## config.mk

```make
export PLATFORM = sky130hd
export DESIGN_NAME = pdm_ctrl
export DESIGN_NICKNAME = d
export VERILOG_FILES = /design/src/rtl/pdm_pkg.sv /design/src/rtl/pdm_bus_if.sv /design/src/rtl/pdm_cycle.sv /design/src/rtl/pdm_ctrl.sv
export VERILOG_INCLUDE_DIRS = /design/src /design/src/rtl
export SDC_FILE = /design/constraint.sdc
export NUM_CORES = 1
export LEC_CHECK = 0
export ABC_AREA = 1
export CORE_ASPECT_RATIO = 0.5
export CORE_MARGIN = 2
export CORE_UTILIZATION = 55
export DETAILED_ROUTE_END_ITERATION = 8
export DONT_BUFFER_PORTS = 1
export GPL_TIMING_DRIVEN = 0
export PLACE_DENSITY_LB_ADDON = 0.08
export SYNTH_ARGS = -nofsm -noshare
export SYNTH_HDL_FRONTEND = slang
export SYNTH_SLANG_ARGS = --single-unit
```

## constraint.sdc

```tcl
create_clock -name sys_clk_i -period 2.2 [get_ports sys_clk_i]
set_clock_uncertainty 0.2 [all_clocks]
set_input_delay 0.11 -clock sys_clk_i [delete_from_list [all_inputs] [get_ports sys_clk_i]]
set_output_delay 0.11 -clock sys_clk_i [all_outputs]
set_load 0.1 [all_outputs]
```

## src/rtl/pdm_cfg.svh

```systemverilog
`ifndef PDM_CFG_SVH
`define PDM_CFG_SVH
// ==========================================================================
// widths of the memory bus
`define PDM_ADDR_W        22
`define PDM_DATA_W        16
// ==========================================================================
// sequence and mode-key addresses
`define PDM_TOP_ADDR      22'h3F_FFFF
`define PDM_KEY_SLEEP     22'h3F_FFFF
`define PDM_KEY_4M        22'h37_FFFF
`define PDM_KEY_8M        22'h2F_FFFF
`define PDM_KEY_16M       22'h27_FFFF
`define PDM_DONT_CARE     16'h0000
`define PDM_SEQ_LAST      3'h5
// ==========================================================================
// timing: one access, one standby gap and the wake recovery, in ns and in cycles
`define PDM_CLK_NS        20
`define PDM_T_CYCLE_NS    70
`define PDM_T_GAP_NS      70
`define PDM_T_WAKE_NS     200
`define PDM_ACC_CYC       ((`PDM_T_CYCLE_NS + `PDM_CLK_NS - 1) / `PDM_CLK_NS)
`define PDM_GAP_CYC       ((`PDM_T_GAP_NS + `PDM_CLK_NS - 1) / `PDM_CLK_NS)
`define PDM_WAKE_CYC      ((`PDM_T_WAKE_NS + `PDM_CLK_NS - 1) / `PDM_CLK_NS)
`define PDM_CNT_W         4
`endif

```

## src/rtl/pdm_pkg.sv

```systemverilog
`include "pdm_cfg.svh"
package pdm_pkg;
  // ========================================================================
  // user commands
  typedef enum logic [2:0] {OP_READ, OP_WRITE, OP_PROGRAM, OP_SLEEP, OP_WAKE} pdm_op_t;
  // retention mode kept while powered down; part_a is the smaller partial
  typedef enum logic [1:0] {MODE_SLEEP, MODE_PART_A, MODE_PART_B} pdm_mode_t;
  // access engine states
  typedef enum logic [1:0] {E_IDLE, E_STROBE, E_GAP} pdm_eng_st_t;
  // controller states
  typedef enum logic [2:0] {M_IDLE, M_USER, M_PROG, M_PD, M_WAKE} pdm_st_t;
  // ========================================================================
  // access engine state
  typedef struct packed {
    pdm_eng_st_t             st;
    logic [`PDM_CNT_W-1:0]   cnt;
    logic                    wr;
    logic [`PDM_ADDR_W-1:0]  addr;
    logic [`PDM_DATA_W-1:0]  wdata;
    logic [`PDM_DATA_W-1:0]  rdata;
    logic                    cs_n;
    logic                    we_n;
    logic                    oe_n;
    logic                    dq_oe;
  } pdm_eng_q_t;
  // controller state
  typedef struct packed {
    pdm_st_t                 st;
    logic                    issued;
    logic [2:0]              step;
    logic [`PDM_CNT_W-1:0]   cnt;
    logic                    wr;
    logic [`PDM_ADDR_W-1:0]  addr;
    logic [`PDM_DATA_W-1:0]  wdata;
    logic [`PDM_DATA_W-1:0]  first_read_value;
    logic [`PDM_DATA_W-1:0]  key_read_value;
    pdm_mode_t               pend_mode;
    pdm_mode_t               mode;
    logic                    pd_sel;
    logic                    rsp_valid;
    logic [`PDM_DATA_W-1:0]  rsp_rdata;
  } pdm_q_t;
endpackage

```

## src/rtl/pdm_bus_if.sv

```systemverilog
`timescale 1ns/1ps
`include "pdm_cfg.svh"
// ==========================================================================
// one access request from the sequencer to the access engine
interface pdm_bus_if;
  logic                   req_valid;  // access wanted
  logic                   req_ready;  // engine idle, memory in standby
  logic                   req_wr;     // 1 write, 0 read
  logic [`PDM_ADDR_W-1:0] req_addr;   // word address
  logic [`PDM_DATA_W-1:0] req_wdata;  // write data
  logic                   rsp_valid;  // access and its standby gap done
  logic [`PDM_DATA_W-1:0] rsp_rdata;  // word captured by a read
  modport ctrl (output req_valid, req_wr, req_addr, req_wdata,
                input  req_ready, rsp_valid, rsp_rdata);
  modport eng  (input  req_valid, req_wr, req_addr, req_wdata,
                output req_ready, rsp_valid, rsp_rdata);
endinterface // pdm_bus_if

```

## src/rtl/pdm_cycle.sv

```systemverilog
`timescale 1ns/1ps
`include "pdm_cfg.svh"
// ==========================================================================
// single asynchronous access: strobe, then a standby gap with select high
module pdm_cycle
(
  // clock and reset
  input  wire logic                   sys_clk_i,
  input  wire logic                   rstn_i,
  // request side
  pdm_bus_if.eng                      bus,
  // memory pins
  output logic [`PDM_ADDR_W-1:0]      mem_addr_o,
  output logic                        chip_select_n_o,
  output logic                        mem_we_n_o,
  output logic                        mem_oe_n_o,
  output logic [`PDM_DATA_W-1:0]      mem_dq_o,
  output logic                        mem_dq_oe_o,
  input  wire logic [`PDM_DATA_W-1:0] mem_dq_i
);
  import pdm_pkg::*;

  localparam logic [`PDM_CNT_W-1:0] ACC_LAST = `PDM_CNT_W'(`PDM_ACC_CYC - 1);
  localparam logic [`PDM_CNT_W-1:0] GAP_LAST = `PDM_CNT_W'(`PDM_GAP_CYC - 1);
  localparam pdm_eng_q_t RST_Q = '{st: E_IDLE, cnt: '0, wr: 1'b0, addr: '0,
                                   wdata: '0, rdata: '0, cs_n: 1'b1,
                                   we_n: 1'b1, oe_n: 1'b1, dq_oe: 1'b0};

  pdm_eng_q_t q;       // registered state
  pdm_eng_q_t next_q;  // next state

  // ========================================================================
  // handshake
  assign bus.req_ready = (q.st == E_IDLE);
  assign bus.rsp_valid = (q.st == E_GAP) && (q.cnt == GAP_LAST);
  assign bus.rsp_rdata = q.rdata;

  // ========================================================================
  // next state
  always_comb
  begin
    next_q = q;
    case (q.st)
      E_IDLE:
      begin
        // launch: address, select and strobe move on the same edge
        if (bus.req_valid)
        begin
          next_q.st    = E_STROBE;
          next_q.cnt   = '0;
          next_q.wr    = bus.req_wr;
          next_q.addr  = bus.req_addr;
          next_q.wdata = bus.req_wdata;
          next_q.cs_n  = 1'b0;
          next_q.we_n  = ~bus.req_wr;
          next_q.oe_n  = bus.req_wr;
          next_q.dq_oe = bus.req_wr;
        end
      end
      E_STROBE:
      begin
        if (q.cnt == ACC_LAST)
        begin
          // read data sampled just before the strobes are released
          if (!q.wr)
          begin
            next_q.rdata = mem_dq_i;
          end
          // select and write end together; data is kept one more cycle
          next_q.st   = E_GAP;
          next_q.cnt  = '0;
          next_q.cs_n = 1'b1;
          next_q.we_n = 1'b1;
          next_q.oe_n = 1'b1;
        end
        else
        begin
          next_q.cnt = q.cnt + 1'b1;
        end
      end
      E_GAP:
      begin
        // standby between accesses, so the next one is a fresh access
        next_q.dq_oe = 1'b0;
        if (q.cnt == GAP_LAST)
        begin
          next_q.st = E_IDLE;
        end
        else
        begin
          next_q.cnt = q.cnt + 1'b1;
        end
      end
      default:
      begin
        next_q = RST_Q;
      end
    endcase
  end

  // ========================================================================
  // state register
  always_ff @(posedge sys_clk_i or negedge rstn_i)
  begin
    if (!rstn_i)
    begin
      q <= RST_Q;
    end
    else
    begin
      q <= next_q;
    end
  end

  // pins straight from flops
  assign mem_addr_o      = q.addr;
  assign chip_select_n_o = q.cs_n;
  assign mem_we_n_o      = q.we_n;
  assign mem_oe_n_o      = q.oe_n;
  assign mem_dq_o        = q.wdata;
  assign mem_dq_oe_o     = q.dq_oe;
endmodule // pdm_cycle

```

## src/rtl/pdm_ctrl.sv

```systemverilog
`timescale 1ns/1ps
`include "pdm_cfg.svh"
// Notes on behaviour
// low select holds idle; high resumes
// sleep is default, lowest power, loses data
// sleep needs no programming after power-up
// 32M partials keep 3FFFFh or 7FFFFh
// 64M partials keep 7FFFFh or FFFFFh
// six accesses, standby between each
// first access reads top address
// accesses two, three write back first value
// misaddressed write two/three becomes normal write
// accesses four, five write top, data ignored
// misaddressed write four/five cancels, data lost
// sixth reads mode key; mode adopted
// key address bits A20:A19 pick mode
// program partial mode before regular traffic
// power-down only from standby, data tristated
// recogniser returns idle; mode kept
// ==========================================================================
// host controller: user reads/writes, mode programming, power-down control
module pdm_ctrl
#(
  parameter bit DENSITY_64M = 1'b1  // 1: 64M part, 0: 32M part
)
(
  // clock and reset
  input  wire logic                   sys_clk_i,
  input  wire logic                   rstn_i,
  // user command
  input  wire logic                   cmd_valid_i,
  output logic                        cmd_ready_o,
  input  wire pdm_pkg::pdm_op_t       cmd_op_i,
  input  wire logic [`PDM_ADDR_W-1:0] cmd_addr_i,
  input  wire logic [`PDM_DATA_W-1:0] cmd_wdata_i,
  input  wire pdm_pkg::pdm_mode_t     cmd_mode_i,
  // user response and status
  output logic                        rsp_valid_o,
  output logic [`PDM_DATA_W-1:0]      rsp_rdata_o,
  output pdm_pkg::pdm_mode_t          mode_o,
  output logic                        powered_down_o,
  // memory pins
  output logic [`PDM_ADDR_W-1:0]      mem_addr_o,
  output logic                        chip_select_n_o,
  output logic                        power_down_select_o,
  output logic                        mem_we_n_o,
  output logic                        mem_oe_n_o,
  output logic                        mem_lb_n_o,
  output logic                        mem_ub_n_o,
  output logic [`PDM_DATA_W-1:0]      mem_dq_o,
  output logic                        mem_dq_oe_o,
  input  wire logic [`PDM_DATA_W-1:0] mem_dq_i
);
  import pdm_pkg::*;

  localparam logic [`PDM_CNT_W-1:0] WAKE_LAST = `PDM_CNT_W'(`PDM_WAKE_CYC - 1);
  // sleep after reset: the part powers up in sleep, nothing to program
  localparam pdm_q_t RST_Q = '{st: M_IDLE, issued: 1'b0, step: '0, cnt: '0,
                               wr: 1'b0, addr: '0, wdata: '0,
                               first_read_value: '0, key_read_value: '0,
                               pend_mode: MODE_SLEEP, mode: MODE_SLEEP,
                               pd_sel: 1'b1, rsp_valid: 1'b0, rsp_rdata: '0};

  pdm_q_t q;       // registered state
  pdm_q_t next_q;  // next state
  pdm_bus_if bus (); // sequencer to access engine

  // ========================================================================
  // mode key address; A21 and A18..A0 ones, A20:A19 pick the mode
  function automatic logic [`PDM_ADDR_W-1:0] key_addr(input pdm_mode_t m);
    logic [`PDM_ADDR_W-1:0] a;
    case (m)
      MODE_PART_A: a = DENSITY_64M ? `PDM_KEY_8M  : `PDM_KEY_4M;
      MODE_PART_B: a = DENSITY_64M ? `PDM_KEY_16M : `PDM_KEY_8M;
      default:     a = `PDM_KEY_SLEEP;
    endcase
    return a;
  endfunction

  // ========================================================================
  // address of each step of the mode program
  function automatic logic [`PDM_ADDR_W-1:0] seq_addr(input logic [2:0] s,
                                                      input pdm_mode_t m);
    return (s == `PDM_SEQ_LAST) ? key_addr(m) : `PDM_TOP_ADDR;
  endfunction

  // ========================================================================
  // command acceptance: wake is the only command taken while powered down
  always_comb
  begin
    case (q.st)
      M_IDLE:  cmd_ready_o = (cmd_op_i != OP_WAKE);
      M_PD:    cmd_ready_o = (cmd_op_i == OP_WAKE);
      default: cmd_ready_o = 1'b0;
    endcase
  end

  // ========================================================================
  // request towards the engine; one access per request
  always_comb
  begin
    bus.req_valid = ((q.st == M_USER) || (q.st == M_PROG)) && !q.issued;
    bus.req_wr    = q.wr;
    bus.req_addr  = q.addr;
    bus.req_wdata = q.wdata;
  end

  // ========================================================================
  // sequencer next state
  always_comb
  begin
    next_q           = q;
    next_q.rsp_valid = 1'b0;
    if (bus.req_valid && bus.req_ready)
    begin
      next_q.issued = 1'b1;
    end
    case (q.st)
      M_IDLE:
      begin
        if (cmd_valid_i && cmd_ready_o)
        begin
          case (cmd_op_i)
            OP_READ, OP_WRITE:
            begin
              next_q.st     = M_USER;
              next_q.issued = 1'b0;
              next_q.wr     = (cmd_op_i == OP_WRITE);
              next_q.addr   = cmd_addr_i;
              next_q.wdata  = cmd_wdata_i;
            end
            OP_PROGRAM:
            begin
              // first access: read of the top address
              next_q.st        = M_PROG;
              next_q.issued    = 1'b0;
              next_q.step      = '0;
              next_q.pend_mode = cmd_mode_i;
              next_q.wr        = 1'b0;
              next_q.addr      = seq_addr(3'h0, cmd_mode_i);
              next_q.wdata     = `PDM_DONT_CARE;
            end
            OP_SLEEP:
            begin
              // idle here means the engine is in standby, select high
              next_q.st     = M_PD;
              next_q.pd_sel = 1'b0;
            end
            default:
            begin
              next_q.st = M_IDLE;
            end
          endcase
        end
      end
      M_USER:
      begin
        if (bus.rsp_valid)
        begin
          next_q.st        = M_IDLE;
          next_q.rsp_valid = 1'b1;
          next_q.rsp_rdata = q.wr ? q.rsp_rdata : bus.rsp_rdata;
        end
      end
      M_PROG:
      begin
        if (bus.rsp_valid)
        begin
          next_q.issued = 1'b0;
          next_q.step   = q.step + 3'h1;
          next_q.addr   = seq_addr(q.step + 3'h1, q.pend_mode);
          // steps 0,1 lead into write-backs of the first word
          next_q.wr     = (q.step != 3'h4);
          next_q.wdata  = (q.step == 3'h0) ? bus.rsp_rdata
                        : (q.step == 3'h1) ? q.first_read_value
                        : `PDM_DONT_CARE;
          if (q.step == 3'h0)
          begin
            next_q.first_read_value = bus.rsp_rdata;
          end
          if (q.step == `PDM_SEQ_LAST)
          begin
            // key read done: the part now holds the new mode
            next_q.key_read_value = bus.rsp_rdata;
            next_q.mode           = q.pend_mode;
            next_q.st             = M_IDLE;
            next_q.step           = '0;
            next_q.rsp_valid      = 1'b1;
            next_q.rsp_rdata      = bus.rsp_rdata;
          end
        end
      end
      M_PD:
      begin
        // select held low keeps the part idle until wake
        if (cmd_valid_i && cmd_ready_o)
        begin
          next_q.st     = M_WAKE;
          next_q.pd_sel = 1'b1;
          next_q.cnt    = '0;
        end
      end
      M_WAKE:
      begin
        // recovery before the first access after power-down
        if (q.cnt == WAKE_LAST)
        begin
          next_q.st = M_IDLE;
        end
        else
        begin
          next_q.cnt = q.cnt + 1'b1;
        end
      end
      default:
      begin
        next_q = RST_Q;
      end
    endcase
  end

  // ========================================================================
  // state register
  always_ff @(posedge sys_clk_i or negedge rstn_i)
  begin
    if (!rstn_i)
    begin
      q <= RST_Q;
    end
    else
    begin
      q <= next_q;
    end
  end

  // ========================================================================
  // access engine; in power-down it sits idle so the data pins float
  pdm_cycle u_cycle
  (
    .sys_clk_i       (sys_clk_i),
    .rstn_i          (rstn_i),
    .bus             (bus),
    .mem_addr_o      (mem_addr_o),
    .chip_select_n_o (chip_select_n_o),
    .mem_we_n_o      (mem_we_n_o),
    .mem_oe_n_o      (mem_oe_n_o),
    .mem_dq_o        (mem_dq_o),
    .mem_dq_oe_o     (mem_dq_oe_o),
    .mem_dq_i        (mem_dq_i)
  );

  // ========================================================================
  // outputs; word accesses only, so both byte strobes stay on
  assign mem_lb_n_o          = 1'b0;
  assign mem_ub_n_o          = 1'b0;
  assign power_down_select_o = q.pd_sel;
  assign powered_down_o      = (q.st == M_PD);
  assign mode_o              = q.mode;
  assign rsp_valid_o         = q.rsp_valid;
  assign rsp_rdata_o         = q.rsp_rdata;
endmodule // pdm_ctrl

```

### Word-level counts from Yosys, hierarchy flattened

Index checks and enable logic that the tools add are counted.

* $add $sub $neg: 3
* equal/unequal tests: 36
* mux-type cells: 56
* bitwise logic cells: 11
* reduce and logical (&&, ||, !) cells: 35

Operators by type and width (number)
* $pmux W39 S2: 2
* $pmux W39 S3: 1
* $mux W16: 6
* $mux W71: 1
* $pmux W32 S2: 1
* $mux W17: 3
* $pmux W17 S3: 1
* $mux W45: 1
* $pmux W21 S2: 1
* $mux W39: 1
* $pmux W16 S2: 1
* $pmux W4 S3: 2
* $mux W22: 1
* $reduce_and A3 Y1: 7
* $mux W4: 5
* $ne A2 B2 Y1 const B: 10
* $mux W19: 1
* $mux W3: 6
* $pmux W6 S3: 1
* $pmux W3 S5: 1
* $reduce_or A3 Y1: 5
* $mux W7: 2
* $eq A3 B2 Y1 const B: 4
* $eq A3 B3 Y1 const B: 4
* other kinds (29): 73

* bits in registers: 153
* output and inout bits: 66
* word-level logic and storage cells: 164

### Logic depth before layout (Yosys ltp)

Gate-level depths: netlist of run 1.

* depth after elaboration: 8
* depth in mapped cells: 11

### Hierarchy

A second synthesis of run 1 with hierarchy kept.

* cell total of the unflattened synthesis: 998
* area, all modules: 7981.4 um2

By module, submodules not included
* pdm_ctrl: times used 1, cells an instance 630, area each 4732.0 um2
* pdm_cycle: times used 1, cells an instance 368, area each 3249.4 um2

### Least setup slack after synthesis of run 1

Ideal clock, no wire load.

* kind: register to register
* from: reg q[103] in the netlist's numbering
* to: reg q[96] in the netlist's numbering
* library setup time: 0.126 ns
* data arrival time: 1.695 ns
* data required time: 1.874 ns
* slack: 0.179 ns
* stages on the path, launching flop included: 7
* buffers on the path: 0
* period minus slack after synthesis: 2.021 ns
* path through: dfrtp_1 inv_1 nand3_1 inv_1 nand2_1 nand2_1 o21ai_0

* longest elaborated chain between the ends: 5
* elaborated cells between the ends (all ways): 13
* those cells by class: 6 x eq/ne; 2 x mux; 1 x bitwise; 4 x reduce/logical

RTL lines
* start: declaration: RTL line pdm_ctrl.sv:64 `pdm_q_t q;`
* start signal: assignment: RTL line pdm_ctrl.sv:232 `q <= next_q;`
* $eq A3 B2 Y1 *
* named net powered_down_o: RTL line pdm_ctrl.sv:41 `output logic powered_down_o,`
* $pmux W1 S2: RTL line pdm_ctrl.sv:91 `case (q.st)`
* $logic_and A1 B1 Y1: RTL line pdm_ctrl.sv:196 `if (cmd_valid_i && cmd_ready_o)`
* $ne A2 B1 Y1 (no source line)
* $reduce_and A3 Y1 (no source line)

The timed path passes the listed nets; every way through them passes the cells marked *.
A chain may end at the register's enable or synchronous reset.

### Worst setup path in the final report of run 1

* from: reg q[97] in the netlist's numbering
* to: reg q, in the netlist bus.req_wdata[12]

* longest elaborated chain between the ends: 5
* elaborated cells between the ends (all ways): 6
* those cells by class: 1 x eq/ne; 4 x mux; 1 x reduce/logical

RTL lines
* $eq A3 B1 Y1: RTL line pdm_ctrl.sv:175 `: (q.step == 3'h1) ? q.first_read_value`
* $mux W16 (no source line)
* $mux W16 (no source line) *
* $mux W71 *: RTL line pdm_ctrl.sv:167 `if (bus.rsp_valid)`
* $pmux W39 S3 *: RTL line pdm_ctrl.sv:118 `case (q.st)`

Mark *: on every way between the ends. The rest lies on a longest branch, timed or not. The select of a mux whose other input is x is not followed.

==> metrics.md, run 1 <==
| Metric | Value |
|---|---|
| Placed inst area | `7790 µm²` |
| Lkg Pwr | `~4.7 nW` |
| Htree depth | `4` |
| Gr ovfl total | `0` |
| Critical Path AT | `between 2 and 2.5 ns` |
| Yosys synthesis warning count | `0` |
| Initial Util | `56.1%` |
| Clk sinks | `roughly 150` |
| Slowest Stage Delay on Critical Path | `around 0.43 ns` |
| WL final | `around 19000 µm` |
| Placer Congestion | `~0.89` |
| I/O pin cnt | `128` |
| Critical-path cell list | `nor2_1, nand2_1, inv_1, nor2_4, buf_2, o21ai_0, nand2_1, nand3_1, nand2_1` |
| Layout cells sized above 1 | `between 15 and 20%` |
| Final core area utilization | `between 60% and 70%` |
| DR pass1 iterations | `5` |
| Fmax | `about 470 MHz` |
| Clock root cell | `clkbuf_16` |
| Period utilization | `between 90 and 100%` |
| Hold Worst Slack | `-0.819 ns` |
| Nets@finish | `approximately 1100` |
| Crit path time final | `2.12 ns` |
| Fill count | `1121` |
| DP HPWL | `between 10000 and 15000 µm` |
| Final setup vio count | `0` |
| GRT Util Overall | `roughly a quarter` |
| #FFs+latches synth | `153` |
| Routed len/inst | `between 15 and 20 µm` |
| DIE AREA | `14800 µm²` |
| Setup TNS | `0 ns` |
| Synth Instances | `roughly 940` |
| Syn Area/Cell | `between 8 and 9 µm²` |
| Synthesized cell area | `about 7600 µm²` |
| Asr flop ratio synth | `100%` |
| Hold Path Class | `primary input to asynchronous set/reset pin` |
| Cell Rows | `30` |
| Final design instance area without fill | `around 9100 µm²` |
| Worst r2r src | `q[97]$_DFFE_PN0P_` |
| Outcome | `complete, but fails checks` |
| Clock latency on the worst-skew pair | `0.42 ns` |
| CTS Buf Count | `17` |
| Number of global-route vias before repair | `roughly 6000` |
| Vias | `about 6400` |
| Horiz. Die Dim | `approximately 170 µm` |
| Slew headroom | `between 30% and 40%` |
| Largest net degree at the start of global routing | `about 150` |
| CTS tree | `done` |
| Clock-pin transition on the worst setup and hold timing paths | `approximately 0.070 ns` |
| Chip height | `86.9 µm` |
| Pwr dens | `1570 nW/µm²` |
| VDD IR max | `between 700 and 800 µV` |
| Final hold violations | `153` |
| Antenna violations before repair | `0` |
| CTS max path bufs | `2` |
| First-pass GRT wire length | `between 30000 and 40000 µm` |
| RSZ-0062 raised after global routing | `false` |
| Commonest non-fill, non-tap cells in the layout | `274 x nand2_1, 149 x dfrtp_1, 112 x nand3_1, 102 x o21ai_0, 75 x buf_4` |
| Primary FF master, synth | `dfrtp_1` |
| Slowest CP cell | `dfrtp_1` |
| Max-cap violation count | `0` |
| DRT antenna net count | `0` |
| Register area share after synthesis | `50.7%` |
| EDFF count, synth | `0` |
| Area of the core | `approximately 13000 µm²` |
| Crit path max fanout | `10` |
| Worst path required time | `between 2 and 2.5 ns` |
| Setup Crit Path Kind | `flop to flop` |
| CP Launch Type | `flop` |
| Post-route DRC | `0` |
| Layout area overhead | `20.7%` |
| IO buf count | `0` |
| Max Slew Vio Count | `0` |
| Most used cell, CP | `nand2_1` |
| Yosys cell types | `29` |
| Most common cell after layout, fill and taps aside | `nand2_1` |
| Worst Tran Pin Value | `between 0.9 and 1 ns` |
| Via/cell ratio | `approximately 5.2` |
| Origin of the worst setup path | `q[97]$_DFFE_PN0P_` |
| Drt first-iter violations | `about 650` |
| Violated checks | `negative hold slack` |
| Diodes inserted | `0` |
| CP endpoint kind | `flop` |
layer usage:
| layer | GRT usage, % | up-vias | wire, µm |
|---|---|---|---|
| met2 | 40.6 | 197 | 8130 |
| li1 | - | 3144 | - |
| met3 | 5.22 | 22 | 1120 |
| met1 | 38.3 | 3029 | 9100 |
| met4 | 7.23 | 0 | 204 |
| met5 | 0 | - | 0 |
critical path: cells and delay by family, from the launching register on:
kind	cells	cell delay, ns
buffers and inverters	2	0.33
and+or+nand+nor	6	0.75
DFF	1	0.43
AOI/OAI and AO/OA	1	0.30
state kept, by name, indices dropped and copies added (netlist names), 7 cells and up:
signal	count
u_cycle.mem_addr_o	22
u_cycle.bus.rsp_rdata	16
q	29
bus.req_wdata	16
rsp_rdata_o	16
bus.req_addr	22
u_cycle.q	7
u_cycle.mem_dq_o	16
cell type report:
cell class,instances,area [µm²],area share [%]
Buffer,102,668,7.31
Clock buffer,18,439,4.81
Clock inverter,14,159,1.74
Inverter,79,304,3.33
Multi-Input combinational cell,604,2800,30.7
Sequential cell,153,3830,42.0
Tap cell,176,220,2.41
Timing Repair Buffer,74,711,7.78
Yosys cell counts (3+ instances only):
cell      number  area (µm²)
nand2_1      277        1040
dfrtp_1      149        3730
nand3_1      113         566
o21ai_0      103         515
inv_1         72         270
buf_4         63         473
nor2_1        35         131
o21ai_1       23         115
buf_2         22         110
clkbuf_1      16        60.1
a21oi_1        9        45.0
ha_1           8         100
inv_2          6        22.5
nand2_2        5        31.3
nand4_1        5        31.3
dfstp_2        4         105
nor2_4         4        45.0
xor2_1         4        35.0
nor2_2         3        18.8
nor3_1         3        15.0
o211ai_1       3        22.5
what timing repair did:
item                                   4_1_cts  5_1_grt
pin swaps                                    0        6
buffers inserted                             0       12
endpoints found under the hold margin      215      157
resized for setup                            6       15
gates cloned                                 0        0
setup endpoints to repair                   44      101
hold buffers                                62        1
report_power, final:
part,internal [mW],switching (mW)
Clock,1.73,1.24
Combinational,1.74,4.94
Sequential,3.86,0.824
Total,7.34,7.01
kinds of logic (layout without fill, tap and decap cells):
logic type	count (synthesis)	count (layout)	synth area share (%)
adders and majority gates	8	8	1.32
buffers and inverters	182	287	12.7
DFF	153	153	50.7
other	1	2	0.0496
and+or+nand+nor	448	448	25.1
AOI/OAI and AO/OA	142	142	9.71
xor gates and xnor gates	4	4	0.463
per-stage QoR:
step	cells	total power [mW]	hold WS (ns)	setup WS [ns]
detailed placement	1115	11.1	-0.383	-0.261
floorplan	939	9.98	-0.386	0.179
finish	1220	14.3	-0.819	0.0785
global route	1220	15.2	-0.841	0.00113
global placement	1115	11.0	-0.383	-0.232
CTS	1208	14.2	-0.835	0.00273
worst paths after layout:
path                                                          end  slack, ns  cells after the start
worst max-delay path                bus.req_wdata[12]$_DFFE_PN0P_       0.08                      9
max in group asynchronous         power_down_select_o$_DFFE_PN1P_       2.27                      0
min in group sys_clk_i               bus.req_wdata[5]$_DFFE_PN0P_       0.05                      6
worst min register to register  u_cycle.mem_addr_o[5]$_DFFE_PN0P_       0.28                      2
worst min-delay path                  rsp_rdata_o[10]$_DFFE_PN0P_      -0.82                      0
worst max register to register      bus.req_wdata[12]$_DFFE_PN0P_       0.08                      9
Power figures use the tool's default switching activity.
==> run 2, diff against run 1 <==
--- a/config.mk
+++ b/config.mk
@@ -16,4 +16,5 @@
 export PLACE_DENSITY_LB_ADDON = 0.08
 export SYNTH_ARGS = -nofsm -noshare
 export SYNTH_HDL_FRONTEND = slang
+export SYNTH_HIERARCHICAL = 1
 export SYNTH_SLANG_ARGS = --single-unit
==> metrics.md, run 2 <==
| Metric | Value |
|---|---|
| Largest register FFs | `29` |
| Clk sinks | `about 150` |
| CP endpoint kind | `primary output` |
| CP Buf/Inv Count | `0` |
| Fill count | `between 1000 and 1500` |
| Clock latency on the worst-skew pair | `0.42 ns` |
| Violated checks | `negative hold slack` |
| VDD IR max | `a little under 800 µV` |
| Slew headroom | `about 40%` |
| Yosys cell types | `32` |
| Diodes inserted | `0` |
| Yosys top cell by area | `dfrtp_1` |
| Horiz. Die Dim | `174 µm` |
| Crit path max fanout | `6` |
| Top delay family on crit path | `simple AND/OR/NAND/NOR gates` |
| Final design instance area without fill | `approximately 9800 µm²` |
| Hold Path Class | `primary input to asynchronous set/reset pin` |
| Setup Crit Path Kind | `flop to primary output` |
| Gr ovfl total | `0` |
| Placer Congestion | `roughly 0.88` |
| DR pass1 iterations | `5` |
| IO buf count | `0` |
| Worst path required time | `1.89 ns` |
| Register area share after synthesis | `between 40% and 50%` |
| CTS max path bufs | `2` |
| Number of global-route vias before repair | `~6300` |
| Period utilization | `98.3%` |
| Slowest Stage Delay on Critical Path | `between 0.5 and 0.6 ns` |
| Fmax | `between 400 and 500 MHz` |
| Main area contributors after synthesis | `dfrtp_1 47%, nand2_1 17%, buf_4 7.3%` |
| Yosys synthesis warning count | `6` |
| Synthesized cell area | `~8000 µm²` |
| Outcome | `complete, but fails checks` |
| Max-cap violation count | `0` |
| Layout cells sized above 1 | `around a fifth` |
| Layout area overhead | `22.2%` |
| GRT Util Overall | `between 20% and 30%` |
| Critical Path AT | `between 1.5 and 2 ns` |
| Cell Rows | `31` |
| Worst Tran Pin Value | `0.900 ns` |
| CTS tree | `done` |
| Primary FF master, synth | `dfrtp_1` |
| CP Launch Type | `flop` |
| WL final | `roughly 20000 µm` |
| Nets@finish | `approximately 1200` |
| Drt first-iter violations | `524` |
| Routed len/inst | `around 15 µm` |
| Most frequent cell after synthesis | `nand2_1` |
| Syn Area/Cell | `approximately 8.0 µm²` |
| Via/cell ratio | `5.14` |
| Most common cell after layout, fill and taps aside | `nand2_1` |
| Synth Instances | `between 900 and 1000` |
| DIE AREA | `about 16000 µm²` |
| Clock root cell | `clkbuf_16` |
| #FFs+latches synth | `153` |
| Largest net degree at the start of global routing | `approximately 150` |
| Hold Buf Count CTS | `62` |
| Area of the core | `14300 µm²` |
| Asr flop ratio synth | `100%` |
| CTS Buf Count | `17` |
| Final hold violations | `~150` |
| Clock-pin transition on the worst setup and hold timing paths | `approximately 0.07 ns` |
| Post-route DRC | `0` |
| Final setup vio count | `0` |
| Top-area cell type share of the netlist area | `a little under half` |
| Hold Worst Slack | `-0.821 ns` |
| Chip height | `89.2 µm` |
| Commonest non-fill, non-tap cells in the layout | `360 x nand2_1, 148 x dfrtp_1, 96 x nand3_1, 94 x buf_4, 62 x dlygate4sd3_1` |
| Most frequent cells after synthesis | `366 x nand2_1, 149 x dfrtp_1, 98 x nand3_1` |
| Crit path time final | `~2.2 ns` |
| DRT antenna net count | `0` |
| I/O pin cnt | `approximately 130` |
| Lkg Pwr | `~5 nW` |
| Antenna violations before repair | `0` |
| Largest Register | `q` |
| Vias | `~6700` |
| First-pass GRT wire length | `between 30000 and 40000 µm` |
| Max Slew Vio Count | `0` |
| EDFF count, synth | `0` |
| Setup TNS | `0 ns` |
| DP HPWL | `~13000 µm` |
| Pwr dens | `about 1700 nW/µm²` |
| Slowest CP cell | `dfrtp_1` |
| Critical-path cell list | `nand3_1, nand2_1, and2_2` |
| Htree depth | `4` |
| Initial Util | `55.8%` |
| Placed inst area | `just over 8000 µm²` |
-- run 2: metrics by stage --
step / setup WS, ns / cells / total power, mW / hold slack, ns / utilization, %
floorplan: 0.120 / 999 / 11.1 / -0.386 / -
detailed placement: -0.460 / 1197 / 12.7 / -0.382 / 57.5
global route: -0.0193 / 1307 / 17.6 / -0.847 / 68.2
global placement: -0.412 / 1197 / 12.5 / -0.382 / 57.5
finish: 0.0369 / 1307 / 16.6 / -0.821 / 68.2
CTS: -0.0106 / 1296 / 16.1 / -0.830 / 66.9
-- run 2: routing by layer --
metal	share of wire [%]	GRT usage, %
met2	45	42.7
met3	5.5	5.14
met4	1.1	5.73
met5	0	0
met1	49	38.0
-- run 2: layout make-up --
class	instances	area (µm²)	area share, %
well taps	198	248	2.54
repair buffers	79	758	7.77
plain buffers	123	871	8.93
clock inverters	12	168	1.72
flip-flops and latches	153	3830	39.3
inverters	55	213	2.18
clock buffers	19	453	4.64
multi-input cells	668	3210	32.9
-- run 2: report_power, final --
group / total (mW) / leakage (nW) / switching [mW] / internal [mW]
combinational: 8.94 / 2.68 / 6.22 / 2.73
clock: 3.07 / 0.294 / 1.22 / 1.86
sequential: 4.57 / 2.04 / 0.855 / 3.72
total: 16.6 / 5.01 / 8.29 / 8.30
-- run 2: what timing repair did --
item / CTS / global route
pin swaps: 4 / 9
setup buffers: 5 / 11
gates cloned: 1 / 0
endpoints found under the setup margin: 117 / 123
hold endpoints to repair: 217 / 153
gates resized for setup: 16 / 32
-- run 2: logic make-up after synthesis --
| group | synth area share [%] |
|---|---|
| AO/OA/AOI/OAI | 9.59 |
| adder cells (fa/ha/maj) | 1.41 |
| buffers and inverters | 13.0 |
| flip-flops | 48.0 |
| AND/OR/NAND/NOR | 27.4 |
| other | 0.0470 |
| XOR/XNOR | 0.439 |
-- run 2: path summary, 6_finish.rpt --
kind	from	to	slack (ns)	cells past startpoint
worst max-delay path	q[102]$_DFFE_PN0P_	cmd_ready_o	0.04	3
max in group asynchronous	rstn_i	u_cycle/mem_oe_n_o$_DFFE_PN1P_	2.36	0
worst min register to register	bus.req_addr[20]$_DFFE_PN0P_	bus.req_addr[20]$_DFFE_PN0P_	0.27	2
min in group sys_clk_i	cmd_op_i[1]	bus.req_addr[19]$_DFFE_PN0P_	0.07	6
worst max register to register	q[102]$_DFFE_PN0P_	q[102]$_DFFE_PN0P_	0.05	6
worst min-delay path	rstn_i	u_cycle/mem_addr_o[17]$_DFFE_PN0P_	-0.82	0
